<file path="config.mk">
export PLATFORM = sky130hd
export DESIGN_NAME = cds_cfg
export DESIGN_NICKNAME = d
export VERILOG_FILES = /design/src/shared/cds_pkg.sv /design/src/verilog/cds_wait_ctr.sv /design/src/verilog/cds_cfg.sv
export VERILOG_INCLUDE_DIRS = /design/src /design/src/shared
export SDC_FILE = /design/constraint.sdc
export NUM_CORES = 1
export LEC_CHECK = 0
export ABC_AREA = 1
export BUFFER_PORTS_ARGS = -buffer_cell sky130_fd_sc_hd__buf_2
export CAP_MARGIN = 20
export CORE_ASPECT_RATIO = 0.8
export CORE_MARGIN = 2
export CORE_UTILIZATION = 30
export CTS_BUF_LIST = sky130_fd_sc_hd__clkbuf_4 sky130_fd_sc_hd__clkbuf_8 sky130_fd_sc_hd__clkbuf_16
export DETAILED_ROUTE_END_ITERATION = 10
export GPL_TIMING_DRIVEN = 0
export SKIP_LAST_GASP = 1
export SLEW_MARGIN = 20
export SYNTH_ARGS = -nofsm -noshare
export SYNTH_HDL_FRONTEND = slang
export SYNTH_SLANG_ARGS = --single-unit
</file>
<file path="constraint.sdc">
create_clock -name sys_clk -period 2.2 [get_ports sys_clk]
set_input_delay 0.44 -clock sys_clk [delete_from_list [all_inputs] [get_ports sys_clk]]
set_output_delay 0.44 -clock sys_clk [all_outputs]
set_load 0.005 [all_outputs]
</file>
<file path="src/shared/cds_map.svh">
// Register map, field positions, reset values and encodings
`ifndef CDS_MAP_SVH
`define CDS_MAP_SVH
// ----------------------------------------------------------------------
// Register offsets
// ----------------------------------------------------------------------
`define CDS_OFS_CACHE   12'h000
`define CDS_OFS_DRAM    12'h004
`define CDS_OFS_STAT    12'h008
// ----------------------------------------------------------------------
// Cache register fields
// ----------------------------------------------------------------------
`define CDS_CEN_BIT     0
`define CDS_CSZ_LO      1
`define CDS_CSZ_HI      2
`define CDS_CWW_BIT     3
// ----------------------------------------------------------------------
// DRAM register fields
// ----------------------------------------------------------------------
`define CDS_SRG_LO      0
`define CDS_SRG_HI      1
`define CDS_PGM_BIT     2
`define CDS_SEN_BIT     3
`define CDS_DWS_LO      4
`define CDS_DWS_HI      5
// ----------------------------------------------------------------------
// Status register fields
// ----------------------------------------------------------------------
`define CDS_ST_BUSY     0
`define CDS_ST_RSV      1
// ----------------------------------------------------------------------
// Reset values
// ----------------------------------------------------------------------
`define CDS_RST_CACHE   4'h0
`define CDS_RST_DRAM    6'h00
// ----------------------------------------------------------------------
// Address windows (bits 19:16 of a memory address)
// ----------------------------------------------------------------------
`define CDS_SEG_C       4'hC
`define CDS_SEG_E       4'hE
`define CDS_SEG_F       4'hF
// ----------------------------------------------------------------------
// Wait-state counts
// ----------------------------------------------------------------------
`define CDS_WS_ONE      2'h1
`define CDS_WS_TWO      2'h2
`define CDS_WS_THREE    2'h3
`define CDS_WS_NONE     2'h0
`endif

</file>
<file path="src/shared/cds_pkg.sv">
// Types shared by the cache/DRAM/shadow configuration block
package cds_pkg;
  typedef enum logic [1:0] {
    CDS_CSZ_NONE  = 2'b00,
    CDS_CSZ_32K   = 2'b01,
    CDS_CSZ_64K   = 2'b10,
    CDS_CSZ_INT   = 2'b11
  } cds_csize_e;
  typedef enum logic [1:0] {
    CDS_SRG_F     = 2'b00,
    CDS_SRG_CF    = 2'b01,
    CDS_SRG_EF    = 2'b10,
    CDS_SRG_RSV   = 2'b11
  } cds_shreg_e;
  typedef enum logic [1:0] {
    CDS_DWS_2     = 2'b00,
    CDS_DWS_1     = 2'b01,
    CDS_DWS_RSV   = 2'b10,
    CDS_DWS_3     = 2'b11
  } cds_dws_e;
  typedef enum logic [1:0] {
    CDS_IDLE      = 2'b00,
    CDS_WAIT      = 2'b01,
    CDS_DONE      = 2'b10
  } cds_cyc_e;
endpackage

</file>
<file path="src/verilog/cds_wait_ctr.sv">
// Wait-state counter for one memory cycle
module cds_wait_ctr #(
  parameter int W = 2
) (
  input  wire logic         sys_clk,
  input  wire logic         rstn,
  input  wire logic         load,
  input  wire logic [W-1:0] count,
  output logic              busy,
  output logic              done
);
  logic [W-1:0] cnt_r;
  logic         busy_r;
  wire  [W-1:0] zero_w = '0;
  wire          last_w = busy_r && (cnt_r == zero_w);
  assign busy = busy_r;
  assign done = last_w;
  always_ff @(posedge sys_clk or negedge rstn) begin
    if (!rstn) begin
      cnt_r  <= '0;
      busy_r <= 1'b0;
    end else if (load) begin
      cnt_r  <= count;
      busy_r <= 1'b1;
    end else if (last_w) begin
      busy_r <= 1'b0;
    end else if (busy_r) begin
      cnt_r  <= cnt_r - {{(W-1){1'b0}}, 1'b1};
    end
  end
endmodule

</file>
<file path="src/verilog/cds_cfg.sv">
// Cache, DRAM and shadow configuration with APB access and cycle steering
module cds_cfg
  import cds_pkg::*;
(
  input  wire logic        sys_clk,
  input  wire logic        rstn,
  input  wire logic        psel,
  input  wire logic        penable,
  input  wire logic        pwrite,
  input  wire logic [11:0] paddr,
  input  wire logic [31:0] pwdata,
  output logic [31:0]      prdata,
  output logic             pready,
  output logic             pslverr,
  input  wire logic        mem_start,
  input  wire logic        mem_write,
  input  wire logic [19:0] mem_addr,
  output logic             mem_busy,
  output logic             mem_done,
  output logic             use_cache,
  output logic             use_ext_cache,
  output logic             from_shadow,
  output logic             to_rom,
  output logic             page_mode,
  output logic [1:0]       cache_size,
  output logic             cfg_reserved
);
`include "cds_map.svh"
  // --------------------------------------------------------------------
  // Register bus
  // --------------------------------------------------------------------
  logic [3:0]  cache_r;
  logic [5:0]  dram_r;
  wire         acc_w   = psel && penable;
  wire         sel_c_w = (paddr == `CDS_OFS_CACHE);
  wire         sel_d_w = (paddr == `CDS_OFS_DRAM);
  wire         sel_s_w = (paddr == `CDS_OFS_STAT);
  wire         mapped_w = sel_c_w || sel_d_w || sel_s_w;
  wire         wr_c_w  = acc_w && pwrite && sel_c_w;
  wire         wr_d_w  = acc_w && pwrite && sel_d_w;
  logic [31:0] rd_w;
  // --------------------------------------------------------------------
  // Field decode from the live registers
  // --------------------------------------------------------------------
  wire             cen_w = cache_r[`CDS_CEN_BIT];
  wire cds_csize_e csz_w = cds_csize_e'(cache_r[`CDS_CSZ_HI:`CDS_CSZ_LO]);
  wire             cww_w = cache_r[`CDS_CWW_BIT];
  wire cds_shreg_e srg_w = cds_shreg_e'(dram_r[`CDS_SRG_HI:`CDS_SRG_LO]);
  wire             pgm_w = dram_r[`CDS_PGM_BIT];
  wire             sen_w = dram_r[`CDS_SEN_BIT];
  wire cds_dws_e   dws_w = cds_dws_e'(dram_r[`CDS_DWS_HI:`CDS_DWS_LO]);
  // --------------------------------------------------------------------
  // Per-cycle snapshot: a config write never reaches a running cycle
  // --------------------------------------------------------------------
  logic       cen_q, pgm_q, sen_q, cww_q;
  logic [1:0] csz_q, srg_q, dws_q;
  logic       wr_q;
  logic [3:0] seg_q;
  logic       busy_w, done_w;
  wire        take_w = mem_start && !busy_w;
  always_ff @(posedge sys_clk or negedge rstn) begin
    if (!rstn) begin
      cache_r <= `CDS_RST_CACHE;
      dram_r  <= `CDS_RST_DRAM;
    end else begin
      if (wr_c_w)
        cache_r <= pwdata[`CDS_CWW_BIT:`CDS_CEN_BIT];
      if (wr_d_w)
        dram_r  <= pwdata[`CDS_DWS_HI:`CDS_SRG_LO];
    end
  end
  always_ff @(posedge sys_clk or negedge rstn) begin
    if (!rstn) begin
      cen_q <= 1'b0;
      pgm_q <= 1'b0;
      sen_q <= 1'b0;
      cww_q <= 1'b0;
      csz_q <= 2'h0;
      srg_q <= 2'h0;
      dws_q <= 2'h0;
      wr_q  <= 1'b0;
      seg_q <= 4'h0;
    end else if (take_w) begin
      cen_q <= cen_w;
      pgm_q <= pgm_w;
      sen_q <= sen_w;
      cww_q <= cww_w;
      csz_q <= csz_w;
      srg_q <= srg_w;
      dws_q <= dws_w;
      wr_q  <= mem_write;
      seg_q <= mem_addr[19:16];
    end
  end
  // --------------------------------------------------------------------
  // Routing of the captured cycle
  // --------------------------------------------------------------------
  wire cache_on_w = cen_q && (cds_csize_e'(csz_q) != CDS_CSZ_NONE);
  wire ext_w      = cache_on_w &&
                    ((cds_csize_e'(csz_q) == CDS_CSZ_32K) ||
                     (cds_csize_e'(csz_q) == CDS_CSZ_64K));
  wire in_f_w     = (seg_q == `CDS_SEG_F);
  wire in_c_w     = (seg_q == `CDS_SEG_C);
  wire in_e_w     = (seg_q == `CDS_SEG_E);
  logic in_reg_w;
  always_comb begin
    in_reg_w = 1'b0;
    unique case (cds_shreg_e'(srg_q))
      CDS_SRG_F:   in_reg_w = in_f_w;
      CDS_SRG_CF:  in_reg_w = in_f_w || in_c_w;
      CDS_SRG_EF:  in_reg_w = in_f_w || in_e_w;
      CDS_SRG_RSV: in_reg_w = 1'b0;
    endcase
  end
  // Reserved shadow code shadows nothing, so ROM stays reachable
  wire rom_area_w = in_f_w || in_c_w || in_e_w;
  wire shadow_w   = sen_q && in_reg_w && !wr_q;
  // --------------------------------------------------------------------
  // Wait states for the captured cycle
  // --------------------------------------------------------------------
  wire        wr_cache_w = wr_q && cache_on_w;
  logic [1:0] ws_w;
  always_comb begin
    ws_w = `CDS_WS_TWO;
    if (wr_cache_w)
      ws_w = cww_q ? `CDS_WS_NONE : `CDS_WS_ONE;
    else begin
      unique case (cds_dws_e'(dws_q))
        CDS_DWS_2:   ws_w = `CDS_WS_TWO;
        CDS_DWS_1:   ws_w = `CDS_WS_ONE;
        CDS_DWS_3:   ws_w = `CDS_WS_THREE;
        CDS_DWS_RSV: ws_w = `CDS_WS_THREE;
      endcase
    end
  end
  // Count is loaded one cycle after take, from the snapshot
  logic load_r;
  always_ff @(posedge sys_clk or negedge rstn) begin
    if (!rstn)
      load_r <= 1'b0;
    else
      load_r <= take_w;
  end
  logic pend_w;
  assign pend_w = load_r;
  cds_wait_ctr #(.W(2)) u_wait (
    .sys_clk (sys_clk),
    .rstn    (rstn),
    .load    (load_r),
    .count   (ws_w),
    .busy    (),
    .done    (done_w)
  );
  logic run_r;
  always_ff @(posedge sys_clk or negedge rstn) begin
    if (!rstn)
      run_r <= 1'b0;
    else if (take_w)
      run_r <= 1'b1;
    else if (done_w)
      run_r <= 1'b0;
  end
  assign busy_w = run_r || pend_w;
  // --------------------------------------------------------------------
  // Outputs
  // --------------------------------------------------------------------
  assign mem_busy      = busy_w;
  assign mem_done      = done_w;
  assign use_cache     = cache_on_w;
  assign use_ext_cache = ext_w;
  assign from_shadow   = shadow_w;
  assign to_rom        = rom_area_w && !shadow_w && !wr_q;
  assign page_mode     = pgm_q;
  assign cache_size    = csz_q;
  assign cfg_reserved  = (srg_w == CDS_SRG_RSV) || (dws_w == CDS_DWS_RSV);
  always_comb begin
    rd_w = 32'h0000_0000;
    if (sel_c_w)
      rd_w[`CDS_CWW_BIT:`CDS_CEN_BIT] = cache_r;
    else if (sel_d_w)
      rd_w[`CDS_DWS_HI:`CDS_SRG_LO] = dram_r;
    else if (sel_s_w) begin
      rd_w[`CDS_ST_BUSY] = busy_w;
      rd_w[`CDS_ST_RSV]  = cfg_reserved;
    end
  end
  always_ff @(posedge sys_clk or negedge rstn) begin
    if (!rstn)
      prdata <= 32'h0000_0000;
    else if (psel && !penable && !pwrite)
      prdata <= rd_w;
  end
  assign pready  = 1'b1;
  assign pslverr = acc_w && !mapped_w;
  // --------------------------------------------------------------------
  // Checks
  // --------------------------------------------------------------------
  property p_cache_off;
    @(posedge sys_clk) disable iff (!rstn)
      !cen_q |-> !use_cache && !use_ext_cache;
  endproperty
  a_cache_off: assert property (p_cache_off)
    else $error("cache used while disabled");
  property p_ext;
    @(posedge sys_clk) disable iff (!rstn)
      use_ext_cache |-> (csz_q == CDS_CSZ_32K || csz_q == CDS_CSZ_64K);
  endproperty
  a_ext: assert property (p_ext)
    else $error("external cache with wrong size code");
  property p_cwait0;
    @(posedge sys_clk) disable iff (!rstn)
      (take_w && mem_write && cen_w && csz_w != CDS_CSZ_NONE && cww_w)
      |-> ##2 mem_done;
  endproperty
  a_cwait0: assert property (p_cwait0)
    else $error("zero-wait cache write not done in time");
  property p_cwait1;
    @(posedge sys_clk) disable iff (!rstn)
      (take_w && mem_write && cen_w && csz_w != CDS_CSZ_NONE && !cww_w)
      |-> ##2 !mem_done ##1 mem_done;
  endproperty
  a_cwait1: assert property (p_cwait1)
    else $error("one-wait cache write timing wrong");
  property p_region;
    @(posedge sys_clk) disable iff (!rstn)
      (srg_q == CDS_SRG_F && in_c_w) |-> !from_shadow;
  endproperty
  a_region: assert property (p_region)
    else $error("C segment shadowed with F-only region");
  property p_page;
    @(posedge sys_clk) disable iff (!rstn)
      take_w |=> page_mode == $past(pgm_w);
  endproperty
  a_page: assert property (p_page)
    else $error("page mode not taken from config");
  property p_shadow;
    @(posedge sys_clk) disable iff (!rstn)
      !sen_q |-> !from_shadow;
  endproperty
  a_shadow: assert property (p_shadow)
    else $error("shadow read while disabled");
  property p_dws3;
    @(posedge sys_clk) disable iff (!rstn)
      (take_w && !mem_write && dws_w == CDS_DWS_3)
      |-> ##2 (!mem_done)[*3] ##1 mem_done;
  endproperty
  a_dws3: assert property (p_dws3)
    else $error("three DRAM wait states not honoured");
  property p_hold;
    @(posedge sys_clk) disable iff (!rstn)
      (busy_w && !take_w) |=> $stable(dws_q) && $stable(cen_q);
  endproperty
  a_hold: assert property (p_hold)
    else $error("snapshot changed during a cycle");
  c_shadow: cover property (@(posedge sys_clk) disable iff (!rstn)
    from_shadow);
  c_ext: cover property (@(posedge sys_clk) disable iff (!rstn)
    use_ext_cache && mem_done);
  c_wr_mid: cover property (@(posedge sys_clk) disable iff (!rstn)
    busy_w && wr_d_w);
endmodule

</file>
* Word level (Yosys, flattened, before mapping)
Index checks and enable logic that the tools add are counted.
Operators by class: shifts and indexed selects 0, muxes and demuxes 15, add/subtract/negate cells 1, $lt $le $gt $ge 0, div/mod/pow operators 0, reductions and logical operators 40, equality and inequality tests 16, multipliers 0, bitwise operators 0
Operators by type and width (number):
- logical AND 1 bit | 16
- equality test 2 bit (second input constant) | 7
- two-way mux 2 bit | 7
- equality test 12 x 3 -> 1 bit (second input constant) | 1
- equality test 12 x 4 -> 1 bit (second input constant) | 1
- equality test 4 bit (second input constant) | 3
- zero test 12 bit | 1
- logical OR 1 bit | 8
- two-way mux 4 bit | 2
- nonzero test 2 bit | 4
- equality test 2 x 1 -> 1 bit (second input constant) | 3
- zero test 1 bit | 6
- zero test 2 bit | 3
- one-hot mux 2 bit (3 select lines) | 1
- two-way mux 1 bit | 4
- one-hot mux 1 bit (4 select lines) | 1
- != test 2 x 1 -> 1 bit (second input constant) | 1
- AND reduction 2 bit | 1
- OR reduction 2 bit | 1
- subtractor 2 x 1 -> 2 bit (second input constant) | 1
Storage, ports and cells: memories 0, RAM bits 0, logic and storage cells 88, input bits 71, flip-flop bits (word level) 36, bits in latches 0, memory bits (read-only) 0, output and inout port bits 44

* Logic depth before layout (Yosys ltp)
word-level depth 8, mapped depth 9

* By module
From an unflattened synthesis, not the netlist that was laid out.
Unflattened totals: cell total of the unflattened synthesis 258, area, all modules 1978.1 um^2
By module, submodules not included:
- cds_cfg | area an instance 1815.5 um^2, cells an instance 236, times used 1
- cds_wait_ctr | area an instance 162.7 um^2, cells an instance 22, times used 1

* Worst setup path after synthesis
OpenSTA, ideal clock, no wires.
kind input port to output port, from input paddr[9], to output pslverr, data arrival time 1.089 ns, stages 7, setup slack 0.671 ns, cell sequence nor2_2 nand2_2 nor2_4 buf_6 nand2_4 nand3b_1 a21oi_1
Between the ends: longest elaborated chain between the ends 5
RTL lines:
- start: declaration | line cds_cfg.sv:10 | input wire logic [11:0] paddr,
- equality test 12 x 3 -> 1 bit (no source line) / zero test 12 bit (equally long branches)
- logical OR 1 bit | line cds_cfg.sv:38 | wire mapped_w = sel_c_w || sel_d_w || sel_s_w;
- logical OR 1 bit (*) | line cds_cfg.sv:38
- zero test 1 bit (*) | line cds_cfg.sv:194 | assign pslverr = acc_w && !mapped_w;
- logical AND 1 bit (*) | line cds_cfg.sv:194
- end: declaration | line cds_cfg.sv:14 | output logic pslverr,
Every way passes the cells marked *; elsewhere a longest branch is shown, timed or not.

* Final worst setup path
Same ends and word-level chain as after synthesis.

==> impl_metrics.env <==
export IMPL_r2r_start="u_wait.cnt_r[0]$_DFFE_PN0P_"
export IMPL_post_cts_buffers=0
export IMPL_ys_seq_elements=36
export IMPL_power_leakage_nw=1.42
export IMPL_antenna_found_initial=0
export IMPL_grt_overflow_total=0
export IMPL_grt_pass1_vias=1445
export IMPL_grt_max_degree=37
export IMPL_dieArea_sq_um=7340
export IMPL_drc=0
export IMPL_cp_required_ps=1760
export IMPL_synthFlopType="dfrtp_1"
export IMPL_ys_top_cells_by_area="dfrtp_1 45%, buf_4 10%, nand2_1 10%, inv_1 6.2%, o21ai_0 5.3%"
export IMPL_clk_pin_slew_ps=60
export IMPL_yosysSeqAreaShare_pct=45.0
export IMPL_vias_per_cell=4.08
export IMPL_yosysUniqueCellTypes=30
export IMPL_min_period_ps=1840
export IMPL_clock_latency_ps=280
export IMPL_die_y_um=77.0
export IMPL_htree_num_levels=2
export IMPL_synth_edf_count=0
export IMPL_final_layout_size_suffix_gt1_share_pct=30.8
export IMPL_insertedDiodeCount=0
export IMPL_grt_pass1_wl_um=6690
export IMPL_totalWireLength_um=4170
export IMPL_reg2reg_slack_ps=890
export IMPL_initial_core_util_pct=31.2
export IMPL_dr_total_vias=1654
export IMPL_nFillCells=670
export IMPL_mostFrequentLayoutCell="nand2_1"
export IMPL_grt_total_usage_pct=11.9
export IMPL_clk_path_buf_depth=2
export IMPL_port_buffer_count=45
export IMPL_slew_viol_final=0
export IMPL_finalSetupViolCount=0
export IMPL_worstRegToRegCells=7
export IMPL_cp_start_kind="primary input"
export IMPL_io_pins=115
export IMPL_relSlewSlack_pct=46.1
export IMPL_ir_worst_vdd_v=0.000218
export IMPL_grt_setup_unrepaired="no"
export IMPL_cts_root_buffer="clkbuf_8"
export IMPL_cts_sinks=36
export IMPL_design_area_sq_um=2490
export IMPL_max_freq_mhz=544
export IMPL_ys_async_sr_fraction_pct=100
export IMPL_worstMarginPinSlew_ps=809
export IMPL_min_path_type="primary input to async pin"
export IMPL_cts_repair_resize_count=0
export IMPL_cts_hold_buf=0
export IMPL_synth_top_area_share_pct=45.0
export IMPL_routedWlPerCell_um=10.3
export IMPL_syn_inst=246
export IMPL_gp_congestion=0.786
export IMPL_antenna_left=0
export IMPL_powerDensity_nw_per_um2=482
export IMPL_report_final_hold_viol_count=0
export IMPL_fp_coreArea_sq_um=6410
export IMPL_drtIter0Drc=84
export IMPL_yosys_warnings=0
export IMPL_synth_top_cell_by_area="dfrtp_1"
export IMPL_worst_path_max_fanout=10
export IMPL_cts_buffers=5
export IMPL_crit_type="primary input to output pin"
export IMPL_die_x_um=95.3
export IMPL_most_common_layout_cells="54 x nand2_1, 47 x buf_2, 36 x dfrtp_1"
export IMPL_final_nets=396
export IMPL_min_period_over_period_pct=83.6
export IMPL_postPlaceCellArea_sq_um=2420
export IMPL_status="finished, final reports clean"
export IMPL_area_growth_pct=24.6
export IMPL_setup_tns_ps=0
export IMPL_r2r_end="u_wait.cnt_r[1]$_DFFE_PN0P_"
export IMPL_place_hpwl_um=3340
export IMPL_postSynthAreaPerCell_sq_um=8.13
export IMPL_end_kind="output pin"
export IMPL_num_rows=26
export IMPL_finClkSkew_ps=2.22
export IMPL_drt_pre_antenna_iters=4
export IMPL_arrival_ps=1400
export IMPL_synth_cell_area_sq_um=2000
export IMPL_cts_tree="yes"
export IMPL_maxCapViolations=0
==> state kept, by name, indices dropped and copies added, names as in the netlist <==
| name | count |
|---|---|
| cache_r | 4 |
| cache_size | 2 |
| cen_q | 1 |
| cww_q | 1 |
| dram_r | 6 |
| dws_q | 2 |
| load_r | 1 |
| page_mode | 1 |
| prdata | 6 |
| run_r | 1 |
| seg_q | 4 |
| sen_q | 1 |
| srg_q | 2 |
| u_wait.busy | 1 |
| u_wait.cnt_r | 2 |
| wr_q | 1 |
==> worst max-delay path by stage <==
stage	start	end	slack (ps)	cells after the start
CTS	paddr[9]	pslverr	340	9
detailed placement	paddr[9]	pslverr	340	9
global route	paddr[9]	pslverr	270	9
floorplan	paddr[9]	pslverr	670	7
finish	paddr[9]	pslverr	360	9
global placement	paddr[9]	pslverr	360	9
==> synth_stat cells (all sizes together), types with 2 or more instances <==
master   n
inv     34
nand2   58
o21ai   22
ha       2
a21oi   10
buf     31
nor2    25
dfrtp   36
nand3   15
conb     2
o31ai    2
==> layout make-up <==
cell class / count / area (sq um) / share of cell area, %
clock buffers: 5 / 68.8 / 2.76
inverters: 34 / 128 / 5.12
plain buffers: 31 / 235 / 9.43
flip-flops and latches: 36 / 901 / 36.1
multi-input cells: 170 / 831 / 33.3
repair buffers: 45 / 225 / 9.03
well taps: 84 / 105 / 4.21
==> power breakdown <==
| part | leakage [nW] | total (mW) | internal [mW] | switching, mW |
|---|---|---|---|---|
| clock | 0.0359 | 0.412 | 0.204 | 0.208 |
| combinational | 0.949 | 0.123 | 0.0608 | 0.0618 |
| sequential | 0.438 | 0.667 | 0.665 | 0.00156 |
==> layer usage <==
| metal | track usage (%) | routed length (um) |
|---|---|---|
| met2 | 18.1 | 1930 |
| met5 | 0 | 0 |
| met1 | 15.6 | 1930 |
| met3 | 3.63 | 252 |
| met4 | 4.78 | 57 |
==> through the flow <==
step / setup slack [ps] / power, mW / cells / util [%] / hold slack, ps
after CTS: 338 / 1.22 / 405 / 38.9 / 264
after floorplan: 671 / 0.752 / 271 / - / 144
after global placement: 364 / 0.800 / 400 / 37.8 / 460
after global routing: 265 / 1.26 / 405 / 38.9 / 305
final: 360 / 1.20 / 405 / 38.9 / 246
after detailed placement: 343 / 0.802 / 400 / 37.8 / 463
==> worst max-delay path, stage by stage <==
cell and delay [ps]:
buf_2 100, nor2_2 110, nand2_2 80, nor2_4 170, buf_6 160, nand2_4 60, nand3b_1 100, a21oi_1 40
buf_2 130
==> cells by family (layout without fill, tap and decap cells) <==
kind of cell,after synthesis,after routing,share of synthesized area [%]
compound gates,36,36,10.0
fa+ha+maj,2,2,1.25
buf+inv,65,115,18.1
flops,36,36,45.0
other cells,2,27,0.375
simple gates,105,105,25.2
Power figures use the tool's default switching activity.
